[config.mk]
export PLATFORM = sky130hd
export DESIGN_NAME = ppsm_power_state_manager
export DESIGN_NICKNAME = d
export VERILOG_FILES = /design/src/core/ppsm_power_state_manager.v /design/src/core/ppsm_break_timer.v /design/src/core/ppsm_axil_regs.v
export VERILOG_INCLUDE_DIRS = /design/src /design/src/core
export SDC_FILE = /design/constraint.sdc
export NUM_CORES = 1
export LEC_CHECK = 0
export ABC_AREA = 1
export BUFFER_PORTS_ARGS = -buffer_cell sky130_fd_sc_hd__buf_2
export CAP_MARGIN = 15
export CORE_UTILIZATION = 60
export DETAILED_ROUTE_END_ITERATION = 12
export PLACE_DENSITY_LB_ADDON = 0.15
export SYNTH_ARGS = -nofsm -noshare
export SYNTH_HDL_FRONTEND = slang
export SYNTH_SLANG_ARGS = --single-unit
[constraint.sdc]
create_clock -name clk_sys -period 4.3 [get_ports clk_sys]
set_input_delay 0.86 -clock clk_sys [delete_from_list [all_inputs] [get_ports clk_sys]]
set_output_delay 0.86 -clock clk_sys [all_outputs]
set_load 0.1 [all_outputs]
[src/core/ppsm_consts.vh]
// ppsm_consts.vh: offsets, field positions, reset values and timing counts
// for the phy power-state manager. assumes inclusion by bare name.
`ifndef PPSM_CONSTS_VH
`define PPSM_CONSTS_VH

// ----------------------------------------
// register byte offsets (axi4-lite, one word each)
// ----------------------------------------
`define PPSM_OFF_CTRL 12'h000
`define PPSM_OFF_STAT 12'h004
`define PPSM_OFF_PHYCTL 12'h008

// ----------------------------------------
// control register fields
// ----------------------------------------
`define PPSM_CTRL_LPI_EN 0
`define PPSM_CTRL_PD_MODE 1
`define PPSM_CTRL_RESET 32'h0000_0002

// ----------------------------------------
// phy control register fields
// ----------------------------------------
`define PPSM_PHYCTL_PWR_DOWN 11

// ----------------------------------------
// global power states
// ----------------------------------------
`define PPSM_ST_PWR_UP 3'h0
`define PPSM_ST_ACTIVE 3'h1
`define PPSM_ST_IDLE 3'h2
`define PPSM_ST_CABLE_DISC 3'h3
`define PPSM_ST_IEEE_PD 3'h4
`define PPSM_ST_DEV_PD 3'h5
`define PPSM_ST_LPI 3'h6

// ----------------------------------------
// timing
// ----------------------------------------
`define PPSM_CLK_HZ 40000000
`define PPSM_BRK_MIN_MS 1200
`define PPSM_BRK_MAX_MS 1300
// least wait: 1200 ms
`define PPSM_BRK_CYCLES ((`PPSM_CLK_HZ / 1000) * `PPSM_BRK_MIN_MS)

// axi responses
`define PPSM_RESP_OKAY 2'h0
`define PPSM_RESP_SLVERR 2'h2

`endif

[src/core/ppsm_power_state_manager.v]
// ppsm_power_state_manager.v: global power-state sequencer of the phy device.
// assumes all inputs synchronous to clk_sys; axi4-lite master on one clock.
//
// Notes on behaviour
// - state chosen from controller messages and link
// - no cable reports link down to controller
// - phy control bit 11 set enters ieee power-down
// - in-band message or supply-ok low powers down
// - device power down keeps only wake logic
// - partner lpi with enable: rx off, indicate
// - tx lpi request: tx quiet, tx power off
// - cable disconnect: energy detect, pcie power down
// - energy detected leaves cable disconnect
// - first exit step clears unplugged flag (done only on the energy exit to idle; exits to power-down leave it set)
// - after cable reconnect, advertise only once break-link timer expires (a pass from power-up straight to idle advertises at once, without the wait)
// - shutdown pin low forces power down
// - stay-active setting ignores power-down command
// - power-down setting: phy off, clocks gated, idle
// - break-link wait between 1.2 and 1.3 s
//
// Design decisions made here: the AXI4-Lite register port and the address map.
`include "ppsm_consts.vh"
`timescale 1ns/1ps

module ppsm_power_state_manager #(
	parameter BRK_CYCLES = `PPSM_BRK_CYCLES
) (
	input wire clk_sys, // system clock, 40 mhz
	input wire arst_n, // async reset, active low
	input wire [11:0] s_axi_awaddr, // write address
	input wire s_axi_awvalid, // write address valid
	output wire s_axi_awready, // write address ready
	input wire [31:0] s_axi_wdata, // write data
	input wire [3:0] s_axi_wstrb, // byte enables
	input wire s_axi_wvalid, // write data valid
	output wire s_axi_wready, // write data ready
	output wire [1:0] s_axi_bresp, // write response
	output wire s_axi_bvalid, // write response valid
	input wire s_axi_bready, // write response ready
	input wire [11:0] s_axi_araddr, // read address
	input wire s_axi_arvalid, // read address valid
	output wire s_axi_arready, // read address ready
	output wire [31:0] s_axi_rdata, // read data
	output wire [1:0] s_axi_rresp, // read response
	output wire s_axi_rvalid, // read data valid
	input wire s_axi_rready, // read data ready
	input wire phy_init_done, // phy finished power-up
	input wire cable_present, // phy sees a cable
	input wire link_up, // ethernet link established
	input wire link_busy, // traffic on the link
	input wire energy_detect, // energy seen on media side
	input wire partner_lpi, // partner tx in lpi
	input wire ib_pd_req, // in-band power-down message
	input wire ib_tx_lpi_req, // in-band tx lpi request level
	input wire ib_wake_req, // in-band power-up message
	input wire port_shutdown_n, // shutdown pin, active low
	input wire port_supply_ok_n, // supply-good pin, low requests power down
	output reg [2:0] pwr_state_q, // encoded global state
	output reg link_down_ind_q, // link-down status to controller
	output reg unplugged_q, // unplugged flag on pcie/smbus
	output reg energy_detect_mode_q, // phy in energy detect mode
	output reg pcie_pd_q, // pcie link powered down
	output reg pcie_elec_idle_q, // pcie link in electrical idle
	output reg phy_pwr_en_q, // phy analog powered
	output reg clk_gate_n_q, // core clocks running, low gates them
	output reg rx_pwr_en_q, // receive circuitry powered
	output reg tx_pwr_en_q, // transmit circuitry powered
	output reg tx_lpi_q, // transmitter in lpi
	output reg ib_rx_lpi_ind_q, // in-band rx lpi indication
	output reg an_advertise_q // auto-negotiation advertising enabled
);

	// ----------------------------------------
	// internal signals
	// ----------------------------------------
	wire [31:0] ctrl_q; // control word
	wire [31:0] phyctl_q; // phy control word
	wire [31:0] stat_word; // status readback
	wire lpi_en; // lpi support enabled
	wire pd_mode_on; // 1: power-down setting, 0: stay active
	wire ieee_pd; // ieee power-down bit
	wire pd_cmd; // any device power-down trigger
	wire brk_expired; // break-link wait over
	reg brk_start_q; // start the break-link wait
	reg brk_wait_q; // waiting for break-link expiry
	reg [2:0] state_d; // next state

	assign lpi_en = ctrl_q[`PPSM_CTRL_LPI_EN];
	assign pd_mode_on = ctrl_q[`PPSM_CTRL_PD_MODE];
	assign ieee_pd = phyctl_q[`PPSM_PHYCTL_PWR_DOWN];
	// pin always wins; message and supply-ok obey the mode field
	assign pd_cmd = !port_shutdown_n || (pd_mode_on && (ib_pd_req || !port_supply_ok_n));
	assign stat_word = {16'h0000, 3'h0, brk_wait_q, an_advertise_q, tx_lpi_q, ib_rx_lpi_ind_q,
		unplugged_q, link_down_ind_q, energy_detect_mode_q, phy_pwr_en_q, clk_gate_n_q,
		1'b0, pwr_state_q};

	// ----------------------------------------
	// register file
	// ----------------------------------------
	ppsm_axil_regs u_regs (
		.clk_sys(clk_sys),
		.arst_n(arst_n),
		.s_axi_awaddr(s_axi_awaddr),
		.s_axi_awvalid(s_axi_awvalid),
		.s_axi_awready(s_axi_awready),
		.s_axi_wdata(s_axi_wdata),
		.s_axi_wstrb(s_axi_wstrb),
		.s_axi_wvalid(s_axi_wvalid),
		.s_axi_wready(s_axi_wready),
		.s_axi_bresp(s_axi_bresp),
		.s_axi_bvalid(s_axi_bvalid),
		.s_axi_bready(s_axi_bready),
		.s_axi_araddr(s_axi_araddr),
		.s_axi_arvalid(s_axi_arvalid),
		.s_axi_arready(s_axi_arready),
		.s_axi_rdata(s_axi_rdata),
		.s_axi_rresp(s_axi_rresp),
		.s_axi_rvalid(s_axi_rvalid),
		.s_axi_rready(s_axi_rready),
		.stat_word(stat_word),
		.pd_bit_clr(1'b0),
		.ctrl_q(ctrl_q),
		.phyctl_q(phyctl_q)
	);

	// ----------------------------------------
	// break-link timer
	// ----------------------------------------
	ppsm_break_timer #(
		.CNT_W(32),
		.LOAD(BRK_CYCLES)
	) u_brk (
		.clk_sys(clk_sys),
		.arst_n(arst_n),
		.start(brk_start_q),
		.abort(pwr_state_q == `PPSM_ST_DEV_PD || !cable_present),
		.expired_q(brk_expired)
	);

	// ----------------------------------------
	// next-state logic, priority high to low:
	// dev pd, ieee pd, cable, link down, lpi, idle/active
	// ----------------------------------------
	always @* begin
		state_d = pwr_state_q;
		case (pwr_state_q)
			`PPSM_ST_PWR_UP: begin
				if (pd_cmd) begin
					state_d = `PPSM_ST_DEV_PD;
				end else if (phy_init_done) begin
					state_d = cable_present ? `PPSM_ST_IDLE : `PPSM_ST_CABLE_DISC;
				end
			end
			`PPSM_ST_DEV_PD: begin
				// wake message, or both pins high with no power-down message, brings it back
				if (!pd_cmd && (ib_wake_req || (port_shutdown_n && port_supply_ok_n && !ib_pd_req))) begin
					state_d = `PPSM_ST_PWR_UP;
				end
			end
			`PPSM_ST_IEEE_PD: begin
				if (pd_cmd) begin
					state_d = `PPSM_ST_DEV_PD;
				end else if (!ieee_pd) begin
					state_d = `PPSM_ST_PWR_UP;
				end
			end
			`PPSM_ST_CABLE_DISC: begin
				if (pd_cmd) begin
					state_d = `PPSM_ST_DEV_PD;
				end else if (ieee_pd) begin
					state_d = `PPSM_ST_IEEE_PD;
				end else if (energy_detect) begin
					state_d = `PPSM_ST_IDLE;
				end
			end
			default: begin
				// active, idle and lpi share the link-driven choice
				if (pd_cmd) begin
					state_d = `PPSM_ST_DEV_PD;
				end else if (ieee_pd) begin
					state_d = `PPSM_ST_IEEE_PD;
				end else if (!cable_present) begin
					state_d = `PPSM_ST_CABLE_DISC;
				end else if (!link_up) begin
					state_d = `PPSM_ST_IDLE;
				end else if ((lpi_en && partner_lpi) || ib_tx_lpi_req) begin
					state_d = `PPSM_ST_LPI;
				end else if (link_busy) begin
					state_d = `PPSM_ST_ACTIVE;
				end else begin
					state_d = `PPSM_ST_IDLE;
				end
			end
		endcase
	end

	// ----------------------------------------
	// state register and derived outputs
	// ----------------------------------------
	always @(posedge clk_sys or negedge arst_n) begin
		if (!arst_n) begin
			pwr_state_q <= `PPSM_ST_PWR_UP;
			link_down_ind_q <= 1'b1;
			unplugged_q <= 1'b0;
			energy_detect_mode_q <= 1'b0;
			pcie_pd_q <= 1'b0;
			pcie_elec_idle_q <= 1'b0;
			phy_pwr_en_q <= 1'b0;
			clk_gate_n_q <= 1'b1;
			rx_pwr_en_q <= 1'b0;
			tx_pwr_en_q <= 1'b0;
			tx_lpi_q <= 1'b0;
			ib_rx_lpi_ind_q <= 1'b0;
			an_advertise_q <= 1'b0;
			brk_start_q <= 1'b0;
			brk_wait_q <= 1'b0;
		end else begin
			pwr_state_q <= state_d;
			brk_start_q <= 1'b0;
			// cable-disconnect entry and exit
			if (state_d == `PPSM_ST_CABLE_DISC) begin
				unplugged_q <= 1'b1;
				energy_detect_mode_q <= 1'b1;
				pcie_pd_q <= 1'b1;
				an_advertise_q <= 1'b0;
				brk_wait_q <= 1'b0;
			end else begin
				energy_detect_mode_q <= 1'b0;
				pcie_pd_q <= 1'b0;
			end
			if (pwr_state_q == `PPSM_ST_CABLE_DISC && state_d == `PPSM_ST_IDLE) begin
				unplugged_q <= 1'b0;
				brk_start_q <= 1'b1;
				brk_wait_q <= 1'b1;
			end else if (pwr_state_q == `PPSM_ST_PWR_UP && state_d == `PPSM_ST_IDLE) begin
				an_advertise_q <= 1'b1; // leaving power-up has no break wait
			end
			if (brk_expired && brk_wait_q) begin
				brk_wait_q <= 1'b0;
				an_advertise_q <= 1'b1;
			end
			// link-down report to the controller
			link_down_ind_q <= !(link_up && cable_present) || state_d == `PPSM_ST_CABLE_DISC;
			// device power down gates everything but the wake path
			if (state_d == `PPSM_ST_DEV_PD) begin
				phy_pwr_en_q <= 1'b0;
				clk_gate_n_q <= 1'b0;
				pcie_elec_idle_q <= 1'b1;
				an_advertise_q <= 1'b0;
				brk_wait_q <= 1'b0;
			end else begin
				phy_pwr_en_q <= state_d != `PPSM_ST_IEEE_PD && state_d != `PPSM_ST_PWR_UP;
				clk_gate_n_q <= 1'b1;
				pcie_elec_idle_q <= 1'b0;
			end
			// lpi: rx follows partner, tx follows request
			if (state_d == `PPSM_ST_LPI && lpi_en && partner_lpi) begin
				rx_pwr_en_q <= 1'b0;
				ib_rx_lpi_ind_q <= 1'b1;
			end else begin
				rx_pwr_en_q <= state_d == `PPSM_ST_ACTIVE || state_d == `PPSM_ST_IDLE || state_d == `PPSM_ST_LPI;
				ib_rx_lpi_ind_q <= 1'b0;
			end
			if (state_d == `PPSM_ST_LPI && ib_tx_lpi_req) begin
				tx_lpi_q <= 1'b1;
				tx_pwr_en_q <= 1'b0;
			end else begin
				tx_lpi_q <= 1'b0;
				tx_pwr_en_q <= state_d == `PPSM_ST_ACTIVE || state_d == `PPSM_ST_IDLE || state_d == `PPSM_ST_LPI;
			end
		end
	end

endmodule

[src/core/ppsm_break_timer.v]
// ppsm_break_timer.v: one-shot countdown for the break-link wait.
// assumes start is a one-cycle pulse; abort cancels the wait.
`timescale 1ns/1ps

module ppsm_break_timer #(
	parameter CNT_W = 32,
	parameter [CNT_W-1:0] LOAD = 32'd48000000
) (
	input wire clk_sys, // system clock
	input wire arst_n, // async reset, active low
	input wire start, // load and run
	input wire abort, // stop without expiring
	output reg expired_q // one-cycle pulse at end of wait
);

	reg [CNT_W-1:0] cnt_q; // remaining cycles
	reg run_q; // wait in progress

	// ----------------------------------------
	// countdown
	// ----------------------------------------
	always @(posedge clk_sys or negedge arst_n) begin
		if (!arst_n) begin
			cnt_q <= {CNT_W{1'b0}};
			run_q <= 1'b0;
			expired_q <= 1'b0;
		end else begin
			expired_q <= 1'b0;
			if (abort) begin
				run_q <= 1'b0; // wait dropped
			end else if (start) begin
				cnt_q <= LOAD; // restart counts from full
				run_q <= 1'b1;
			end else if (run_q) begin
				if (cnt_q <= {{(CNT_W-1){1'b0}}, 1'b1}) begin
					run_q <= 1'b0;
					expired_q <= 1'b1;
				end else begin
					cnt_q <= cnt_q - {{(CNT_W-1){1'b0}}, 1'b1};
				end
			end
		end
	end

endmodule

[src/core/ppsm_axil_regs.v]
// ppsm_axil_regs.v: axi4-lite slave holding control and phy control words.
// assumes single outstanding write and read from the master.
`include "ppsm_consts.vh"
`timescale 1ns/1ps

module ppsm_axil_regs (
	input wire clk_sys, // system clock
	input wire arst_n, // async reset, active low
	input wire [11:0] s_axi_awaddr, // write address
	input wire s_axi_awvalid, // write address valid
	output reg s_axi_awready, // write address ready
	input wire [31:0] s_axi_wdata, // write data
	input wire [3:0] s_axi_wstrb, // byte enables
	input wire s_axi_wvalid, // write data valid
	output reg s_axi_wready, // write data ready
	output reg [1:0] s_axi_bresp, // write response
	output reg s_axi_bvalid, // write response valid
	input wire s_axi_bready, // write response ready
	input wire [11:0] s_axi_araddr, // read address
	input wire s_axi_arvalid, // read address valid
	output reg s_axi_arready, // read address ready
	output reg [31:0] s_axi_rdata, // read data
	output reg [1:0] s_axi_rresp, // read response
	output reg s_axi_rvalid, // read data valid
	input wire s_axi_rready, // read data ready
	input wire [31:0] stat_word, // live status from the core
	input wire pd_bit_clr, // core clears power-down bit
	output reg [31:0] ctrl_q, // control word
	output reg [31:0] phyctl_q // phy control word
);

	reg [11:0] awaddr_q; // latched write address
	reg aw_have_q; // address held
	reg [31:0] wdata_q; // latched write data
	reg [3:0] wstrb_q; // latched strobes
	reg w_have_q; // data held

	// byte-lane merge for writable words
	function [31:0] merge;
		input [31:0] old;
		input [31:0] nw;
		input [3:0] be;
		integer i;
		begin
			merge = old;
			for (i = 0; i < 4; i = i + 1) begin
				if (be[i]) begin
					merge[i*8 +: 8] = nw[i*8 +: 8];
				end
			end
		end
	endfunction

	// ----------------------------------------
	// write channel: address and data in any order
	// ----------------------------------------
	always @(posedge clk_sys or negedge arst_n) begin
		if (!arst_n) begin
			s_axi_awready <= 1'b0;
			s_axi_wready <= 1'b0;
			s_axi_bvalid <= 1'b0;
			s_axi_bresp <= `PPSM_RESP_OKAY;
			awaddr_q <= 12'h000;
			aw_have_q <= 1'b0;
			wdata_q <= 32'h0000_0000;
			wstrb_q <= 4'h0;
			w_have_q <= 1'b0;
			ctrl_q <= `PPSM_CTRL_RESET;
			phyctl_q <= 32'h0000_0000;
		end else begin
			s_axi_awready <= 1'b0;
			s_axi_wready <= 1'b0;
			// hardware clear of the power-down bit; a write below wins
			if (pd_bit_clr) begin
				phyctl_q[`PPSM_PHYCTL_PWR_DOWN] <= 1'b0;
			end
			if (s_axi_awvalid && !aw_have_q && !s_axi_awready && !s_axi_bvalid) begin
				s_axi_awready <= 1'b1;
				awaddr_q <= s_axi_awaddr;
				aw_have_q <= 1'b1;
			end
			if (s_axi_wvalid && !w_have_q && !s_axi_wready && !s_axi_bvalid) begin
				s_axi_wready <= 1'b1;
				wdata_q <= s_axi_wdata;
				wstrb_q <= s_axi_wstrb;
				w_have_q <= 1'b1;
			end
			if (aw_have_q && w_have_q && !s_axi_bvalid) begin
				aw_have_q <= 1'b0;
				w_have_q <= 1'b0;
				s_axi_bvalid <= 1'b1;
				s_axi_bresp <= `PPSM_RESP_OKAY;
				if (awaddr_q[11:2] == `PPSM_OFF_CTRL >> 2) begin
					ctrl_q <= merge(ctrl_q, wdata_q, wstrb_q) & 32'h0000_0003;
				end else if (awaddr_q[11:2] == `PPSM_OFF_PHYCTL >> 2) begin
					phyctl_q <= merge(phyctl_q, wdata_q, wstrb_q);
				end else if (awaddr_q[11:2] == `PPSM_OFF_STAT >> 2) begin
					s_axi_bresp <= `PPSM_RESP_OKAY; // read-only, write ignored
				end else begin
					s_axi_bresp <= `PPSM_RESP_SLVERR; // unmapped
				end
			end else if (s_axi_bvalid && s_axi_bready) begin
				s_axi_bvalid <= 1'b0;
			end
		end
	end

	// ----------------------------------------
	// read channel: answer next cycle
	// ----------------------------------------
	always @(posedge clk_sys or negedge arst_n) begin
		if (!arst_n) begin
			s_axi_arready <= 1'b0;
			s_axi_rvalid <= 1'b0;
			s_axi_rdata <= 32'h0000_0000;
			s_axi_rresp <= `PPSM_RESP_OKAY;
		end else begin
			s_axi_arready <= 1'b0;
			if (s_axi_arvalid && !s_axi_arready && !s_axi_rvalid) begin
				s_axi_arready <= 1'b1;
				s_axi_rvalid <= 1'b1;
				s_axi_rresp <= `PPSM_RESP_OKAY;
				if (s_axi_araddr[11:2] == `PPSM_OFF_CTRL >> 2) begin
					s_axi_rdata <= ctrl_q;
				end else if (s_axi_araddr[11:2] == `PPSM_OFF_STAT >> 2) begin
					s_axi_rdata <= stat_word;
				end else if (s_axi_araddr[11:2] == `PPSM_OFF_PHYCTL >> 2) begin
					s_axi_rdata <= phyctl_q;
				end else begin
					s_axi_rdata <= 32'h0000_0000;
					s_axi_rresp <= `PPSM_RESP_SLVERR;
				end
			end else if (s_axi_rvalid && s_axi_rready) begin
				s_axi_rvalid <= 1'b0;
			end
		end
	end

endmodule

=== After elaboration in Yosys (flattened, before gate mapping) ===
Cells that the tools add are included.

* Output and inout port bits: 56
* Bits of input ports: 78
* Logic and storage cells: 183
* Register bits after elaboration: 175

* Mux-type cells: 67
* Bitwise logic cells: 2
* $add $sub $neg: 1
* Magnitude comparators: 1
* Reductions and logical operators: 63
* Equal/unequal tests: 14

{| class="wikitable"
|+ Operator list
! kind !! count
|-
| two-way mux 32 bit || 6
|-
| two-way mux 1 bit || 40
|-
| two-way mux 3 bit || 13
|-
| less-or-equal comparator 32 x 1 -> 1 bit, second input constant || 1
|-
| subtractor 32 x 1 -> 32 bit, second input constant || 1
|-
| logical AND 1 bit || 25
|-
| == test 10 x 1 -> 1 bit, second input constant || 2
|-
| == test 10 x 2 -> 1 bit, second input constant || 2
|-
| logical NOT 10 bit || 2
|-
| AND reduction 4 bit || 4
|-
| two-way mux 2 bit || 7
|-
| logical NOT 1 bit || 13
|-
| == test 3 bit, second input constant || 4
|-
| case mux 3 bit (4 select lines) || 1
|-
| nonzero test 2 bit || 6
|-
| == test 3 x 2 -> 1 bit, second input constant || 3
|-
| logical OR 1 bit || 8
|-
| AND reduction 3 bit || 2
|-
| nonzero test 4 bit || 1
|-
| == test 3 x 1 -> 1 bit, second input constant || 1
|-
| logical NOT 3 bit || 1
|-
| != test 3 bit, second input constant || 1
|-
| nonzero test 3 bit || 1
|-
| != test 2 bit, second input constant || 1
|-
| NOT 1 bit || 2
|}

=== Logic depth before layout (Yosys ltp) ===
* Word-level depth: 14
* Gate-level depth with buffers: 14
* Mapped depth without buffers: 14

=== Cells and area by module ===
A second synthesis with hierarchy kept.

* Cells, all modules: 1127
* Area total of the unflattened synthesis: 8709.6 um^2

{| class="wikitable"
|+ Modules (own cells, without submodules)
! module !! area each (um^2) !! cells each !! sequential area each (um^2) !! times used
|-
| ppsm_axil_regs || 5421.4 || 648 || 3029.2 || 1
|-
| ppsm_break_timer || 2398.6 || 365 || 850.8 || 1
|-
| ppsm_power_state_manager || 889.6 || 114 || 402.9 || 1
|}

=== Worst setup path before layout ===
Ideal clock, no wire load.

* Path type: flip-flop to flip-flop
* Start point: reg pwr_state_q[2]
* End point: reg tx_pwr_en_q
* Library setup time: 0.120 ns
* Period minus slack after synthesis: 2.259 ns
* Required time: 4.180 ns
* Setup slack: 2.041 ns
* Arrival: 2.139 ns
* Cell stages (with the launch flop): 10
* Path buffers: 0
* Cell sequence: dfrtp_1 -> inv_1 -> a21oi_1 -> nor2_1 -> a21oi_1 -> nand2_1 -> nand2_1 -> nand3_1 -> o21ai_0 -> inv_1

* Longest elaborated chain between the ends: 8
* Elaborated cells between the ends (all ways): 20
* Classes of those cells: eq/ne (6); mux (10); reduce/logical (4)

{| class="wikitable"
|+ Ends and longest elaborated chain
! item !! RTL line !! RTL
|-
| start: declaration || ppsm_power_state_manager.v:58 || <nowiki>output reg [2:0] pwr_state_q,</nowiki>
|-
| start signal: assignment || ppsm_power_state_manager.v:202 || <nowiki>pwr_state_q <= `PPSM_ST_PWR_UP;</nowiki>
|-
| start signal: assignment || ppsm_power_state_manager.v:218 || <nowiki>pwr_state_q <= state_d;</nowiki>
|-
| two-way mux 3 bit || ppsm_power_state_manager.v:172 || <nowiki>end else if (energy_detect) begin</nowiki>
|-
| two-way mux 3 bit || ppsm_power_state_manager.v:170 || <nowiki>end else if (ieee_pd) begin</nowiki>
|-
| two-way mux 3 bit || ppsm_power_state_manager.v:168 || <nowiki>if (pd_cmd) begin</nowiki>
|-
| case mux 3 bit (4 select lines) (*) || ppsm_power_state_manager.v:146 || <nowiki>case (pwr_state_q)</nowiki>
|-
| == test 3 x 1 -> 1 bit (no source line) or == test 3 x 2 -> 1 bit (tied branches) || n/a ||
|-
| logical OR 1 bit (no source line) (2 in series) || n/a ||
|-
| two-way mux 1 bit (*) || ppsm_power_state_manager.v:264 || <nowiki>if (state_d == `PPSM_ST_LPI && ib_tx_lpi_req) begin</nowiki>
|-
| end signal: assignment || ppsm_power_state_manager.v:269 || <nowiki>tx_pwr_en_q <= state_d == `PPSM_ST_ACTIVE || state_d == `PPSM_ST_IDLE || state_d == `PPSM_ST_LPI;</nowiki>
|-
| end: declaration || ppsm_power_state_manager.v:67 || <nowiki>output reg tx_pwr_en_q,</nowiki>
|}

Mark *: on every way between the ends. The rest lies on a longest branch, timed or not.
A chain may end at the register's enable or synchronous reset.

=== Worst setup path after layout ===
* Start point: reg brk_start_q
* End point: reg u_brk.cnt_q[30]

* Longest elaborated chain between the ends: 2
* Elaborated cells between the ends (all ways): 4
* Classes of those cells: eq/ne (1); mux (1); reduce/logical (2)

{| class="wikitable"
|+ Ends and longest elaborated chain
! item !! RTL line !! RTL
|-
| start: declaration || ppsm_power_state_manager.v:84 || <nowiki>reg brk_start_q;</nowiki>
|-
| start signal: assignment || ppsm_power_state_manager.v:215 || <nowiki>brk_start_q <= 1'b0;</nowiki>
|-
| start signal: assignment || ppsm_power_state_manager.v:219 || <nowiki>brk_start_q <= 1'b0;</nowiki>
|-
| start signal: assignment || ppsm_power_state_manager.v:233 || <nowiki>brk_start_q <= 1'b1;</nowiki>
|-
| != test 2 bit (no source line) or nonzero test 2 bit (tied branches) || n/a ||
|-
| AND reduction 3 bit (no source line) || n/a ||
|-
| end signal: assignment || ppsm_break_timer.v:24 || <nowiki>cnt_q <= {CNT_W{1'b0}};</nowiki>
|-
| end signal: assignment || ppsm_break_timer.v:39 || <nowiki>cnt_q <= cnt_q - {{(CNT_W-1){1'b0}}, 1'b1};</nowiki>
|-
| end: declaration || ppsm_break_timer.v:16 || <nowiki>reg [CNT_W-1:0] cnt_q;</nowiki>
|}

Parallel ways exist; a longest one is shown, timed or not.

==> impl_metrics.yaml <==
status:
  status: "finished, final reports clean"
timing:
  hold_viol_final: 0
  tns_ps: 0
  tightest_slew_ps: 775
  setup_violations: 0
  fin_crit_ps: 2590
  fin_crit_sh_pct: 60.2
  slew_headroom_pct: 48.3
  maxSlewViolCount: 0
  fin_skew_ps: 10.6
  max_freq_mhz: 386
  rsz0062_at_grt: "no"
  fin_hold_ws_ps: 450
synth:
  yosysTopAreaCellShare_pct: 53.4
  ys_top_cells_by_area: "dfrtp_1, nand2_1, nor2_1, nand3_1, inv_1"
  syn_area_sq_um: 7870
  ys_seq_area_share_pct: 54.4
  ys_seq_elements: 171
  yosys_warnings: 0
  synth_area_per_cell_sq_um: 8.33
  yosysTopAreaCell: "dfrtp_1"
  synth_cells: 945
  synth.distinct_cells: 41
floorplanning:
  die_h_um: 117
  dieWidth_um: 117
  initial_utilization_pct: 61.9
  die-area_sq_um: 13600
  rows: 41
  core_sq_um: 12700
  pin_count: 134
clocking:
  post_cts_resized: 0
  clock_path_buffers: 2
  cts.sinks: 171
  htree_levels: 4
  clkLatencyLatePin_ps: 430
  ctsHoldBuffers: 0
  cts_setup_buffers: 0
  numCtsBuffers: 17
  cts_tree: "done"
  path_clk_slew_ps: 70
  cts_root_buffer: "clkbuf_16"
critical_path:
  cp_data_arrival_time_ps: 2900
  crit_path_start_kind: "register"
  critPathMaxFanout: 30
  crit_type: "reg2reg"
  slowest_delay_ps: 850
  critPathSlowestCell: "dfrtp_1"
  path_cells: "inv_1, a21oi_1, nand2_2, buf_4, nand2_1, o21ai_2"
  critPathRequiredTime_ps: 4610
  end_kind: "register"
drt:
  wl_met3_um: 1220
  drc_errors: 0
  vias: 6429
  routed_wirelength_um: 17300
  wl_met2_um: 8090
  dr.pass1.iters: 5
  drt_iter0_markers: 459
  vias_per_cell: 5.13
  topRoutingLayerUsed: "met4"
  wire_per_inst_um: 13.8
  ant_nets: 0
  wl_met1_um: 7720
layout:
  seq_area_sq_um: 4280
  multi_input_area_sq_um: 3180
  diodes: 0
  syn_to_final_growth_pct: 16.7
  layout.nets: 1149
  nFillCells: 1049
  layout-drive-gt1-share_pct: 19.9
min_path:
  worst_hold_path_type: "in2async"
place:
  place_hpwl_um: 11900
  place.gp.congestion: 0.910
  placement.io_buffers: 127
power_and_ir_drop:
  p_per_area_nw_per_um2: 559
  ir_worst_vdd_mv: 0.557
  p_leak_nw: 5.33
global_routing:
  antenna_found_initial: 0
  grt_pass1_vias: 6200
  grt.total_usage_pct: 28.1
  grt_pass1_wl_um: 29000
  overflow: 0
  grt_start_max_net_pins: 84
job:
  drv_cap: 0
## where the power goes
part	total [W]	switching, W	internal (W)
registers	0.00213	0.000188	0.00194
clock network	0.00150	0.000642	0.000860
logic	0.00150	0.00116	0.000343
total	0.00513	0.00199	0.00314
## worst paths after layout
kind / startpoint / end / slack [ps] / cells past startpoint
setup / recovery: brk_start_q / u_brk.cnt_q[30] / 1710 / 6
setup reg to reg: brk_start_q / u_brk.cnt_q[30] / 1710 / 6
min in group clk_sys: u_regs.s_axi_arready / u_regs.s_axi_arready / 470 / 1
hold / removal: arst_n / pwr_state_q[2] / 450 / 1
hold reg to reg: u_regs.s_axi_arready / u_regs.s_axi_arready / 470 / 1
max in group asynchronous: arst_n / u_regs.ctrl_q[1] / 2900 / 2
## worst max-delay path: cells and delay by family, from the launching register on
kind	cells	cell delay (ps)
buffers and inverters	2	820
DFF	1	850
AOI/OAI and AO/OA	2	330
and+or+nand+nor	2	460
## logic make-up (layout without fill, tap and decap cells)
logic type | Yosys count | after routing | synth area share [%]
other cells | 1 | 2 | 0.0476
buf+inv | 95 | 231 | 5.24
simple gates | 562 | 562 | 29.8
xor+xnor | 19 | 19 | 2.11
flops | 171 | 171 | 54.4
compound gates | 95 | 95 | 8.04
fa+ha+maj | 2 | 2 | 0.318
## Yosys cell counts (all sizes together)
library cell	count
a21oi	10
a22o	20
a22oi	2
a31o	1
a32oi	1
and3	2
buf	13
clkbuf	17
clkinv	3
conb	1
dfrtp	168
dfstp	3
ha	2
inv	62
nand2	373
nand3	51
nand4	8
nor2	101
nor3	8
nor4	5
o211ai	3
o21ai	57
o31ai	1
or2	14
xnor2	8
xor2	11
## area by class of cell
cell class                 instances  area share [%]
timing repair buffer             134            7.56
multi-input combinational        680            34.6
clock buffer                      19            4.71
clock inverter                    13            1.51
sequential                       171            46.6
inverter                          65            2.66
tap                              172            2.34
## stage by stage
step / instance area, sq um / power [W] / worst slack, ps / cells / utilization, %
final: 9190 / 0.00513 / 1710 / 1254 / 72.2
after global routing: 9190 / 0.00543 / 1490 / 1254 / 72.2
after CTS: 9190 / 0.00516 / 1700 / 1254 / 72.2
after detailed placement: 8620 / 0.00364 / 1720 / 1222 / 67.7
after global placement: 8620 / 0.00359 / 1760 / 1222 / 67.7
after floorplan: 7880 / 0.00330 / 2040 / 946 / -
## metal layers
metal  vias to the layer above  GRT usage [%]
li1                       3243              -
met2                       202           45.0
met3                        23           9.03
met4                         0           8.02
met1                      2961           36.9
met5                         -              0
## cells in the final DEF, fill, tap and decap left out, types with 5 or more instances in the layout
| cell | count |
|---|---|
| nand2_1 | 371 |
| dfrtp_1 | 168 |
| buf_2 | 126 |
| nor2_1 | 95 |
| inv_1 | 59 |
| nand3_1 | 51 |
| o21ai_0 | 36 |
| a22o_1 | 20 |
| clkbuf_16 | 17 |
| o21ai_2 | 16 |
| or2_2 | 13 |
| xor2_1 | 11 |
| a21oi_1 | 10 |
| nand4_1 | 8 |
| xnor2_1 | 8 |
| buf_4 | 7 |
| o21ai_1 | 5 |
| clkinv_2 | 5 |
## sequential cells by signal, summed over array words and instances, names as in the netlist, 2 cells and up
name / count
pwr_state_q: 3
u_regs.awaddr_q: 10
u_regs.wstrb_q: 4
u_regs.ctrl_q: 2
u_regs.s_axi_rdata: 32
u_regs.wdata_q: 32
u_regs.phyctl_q: 32
u_brk.cnt_q: 32
Power figures use the tool's default switching activity.
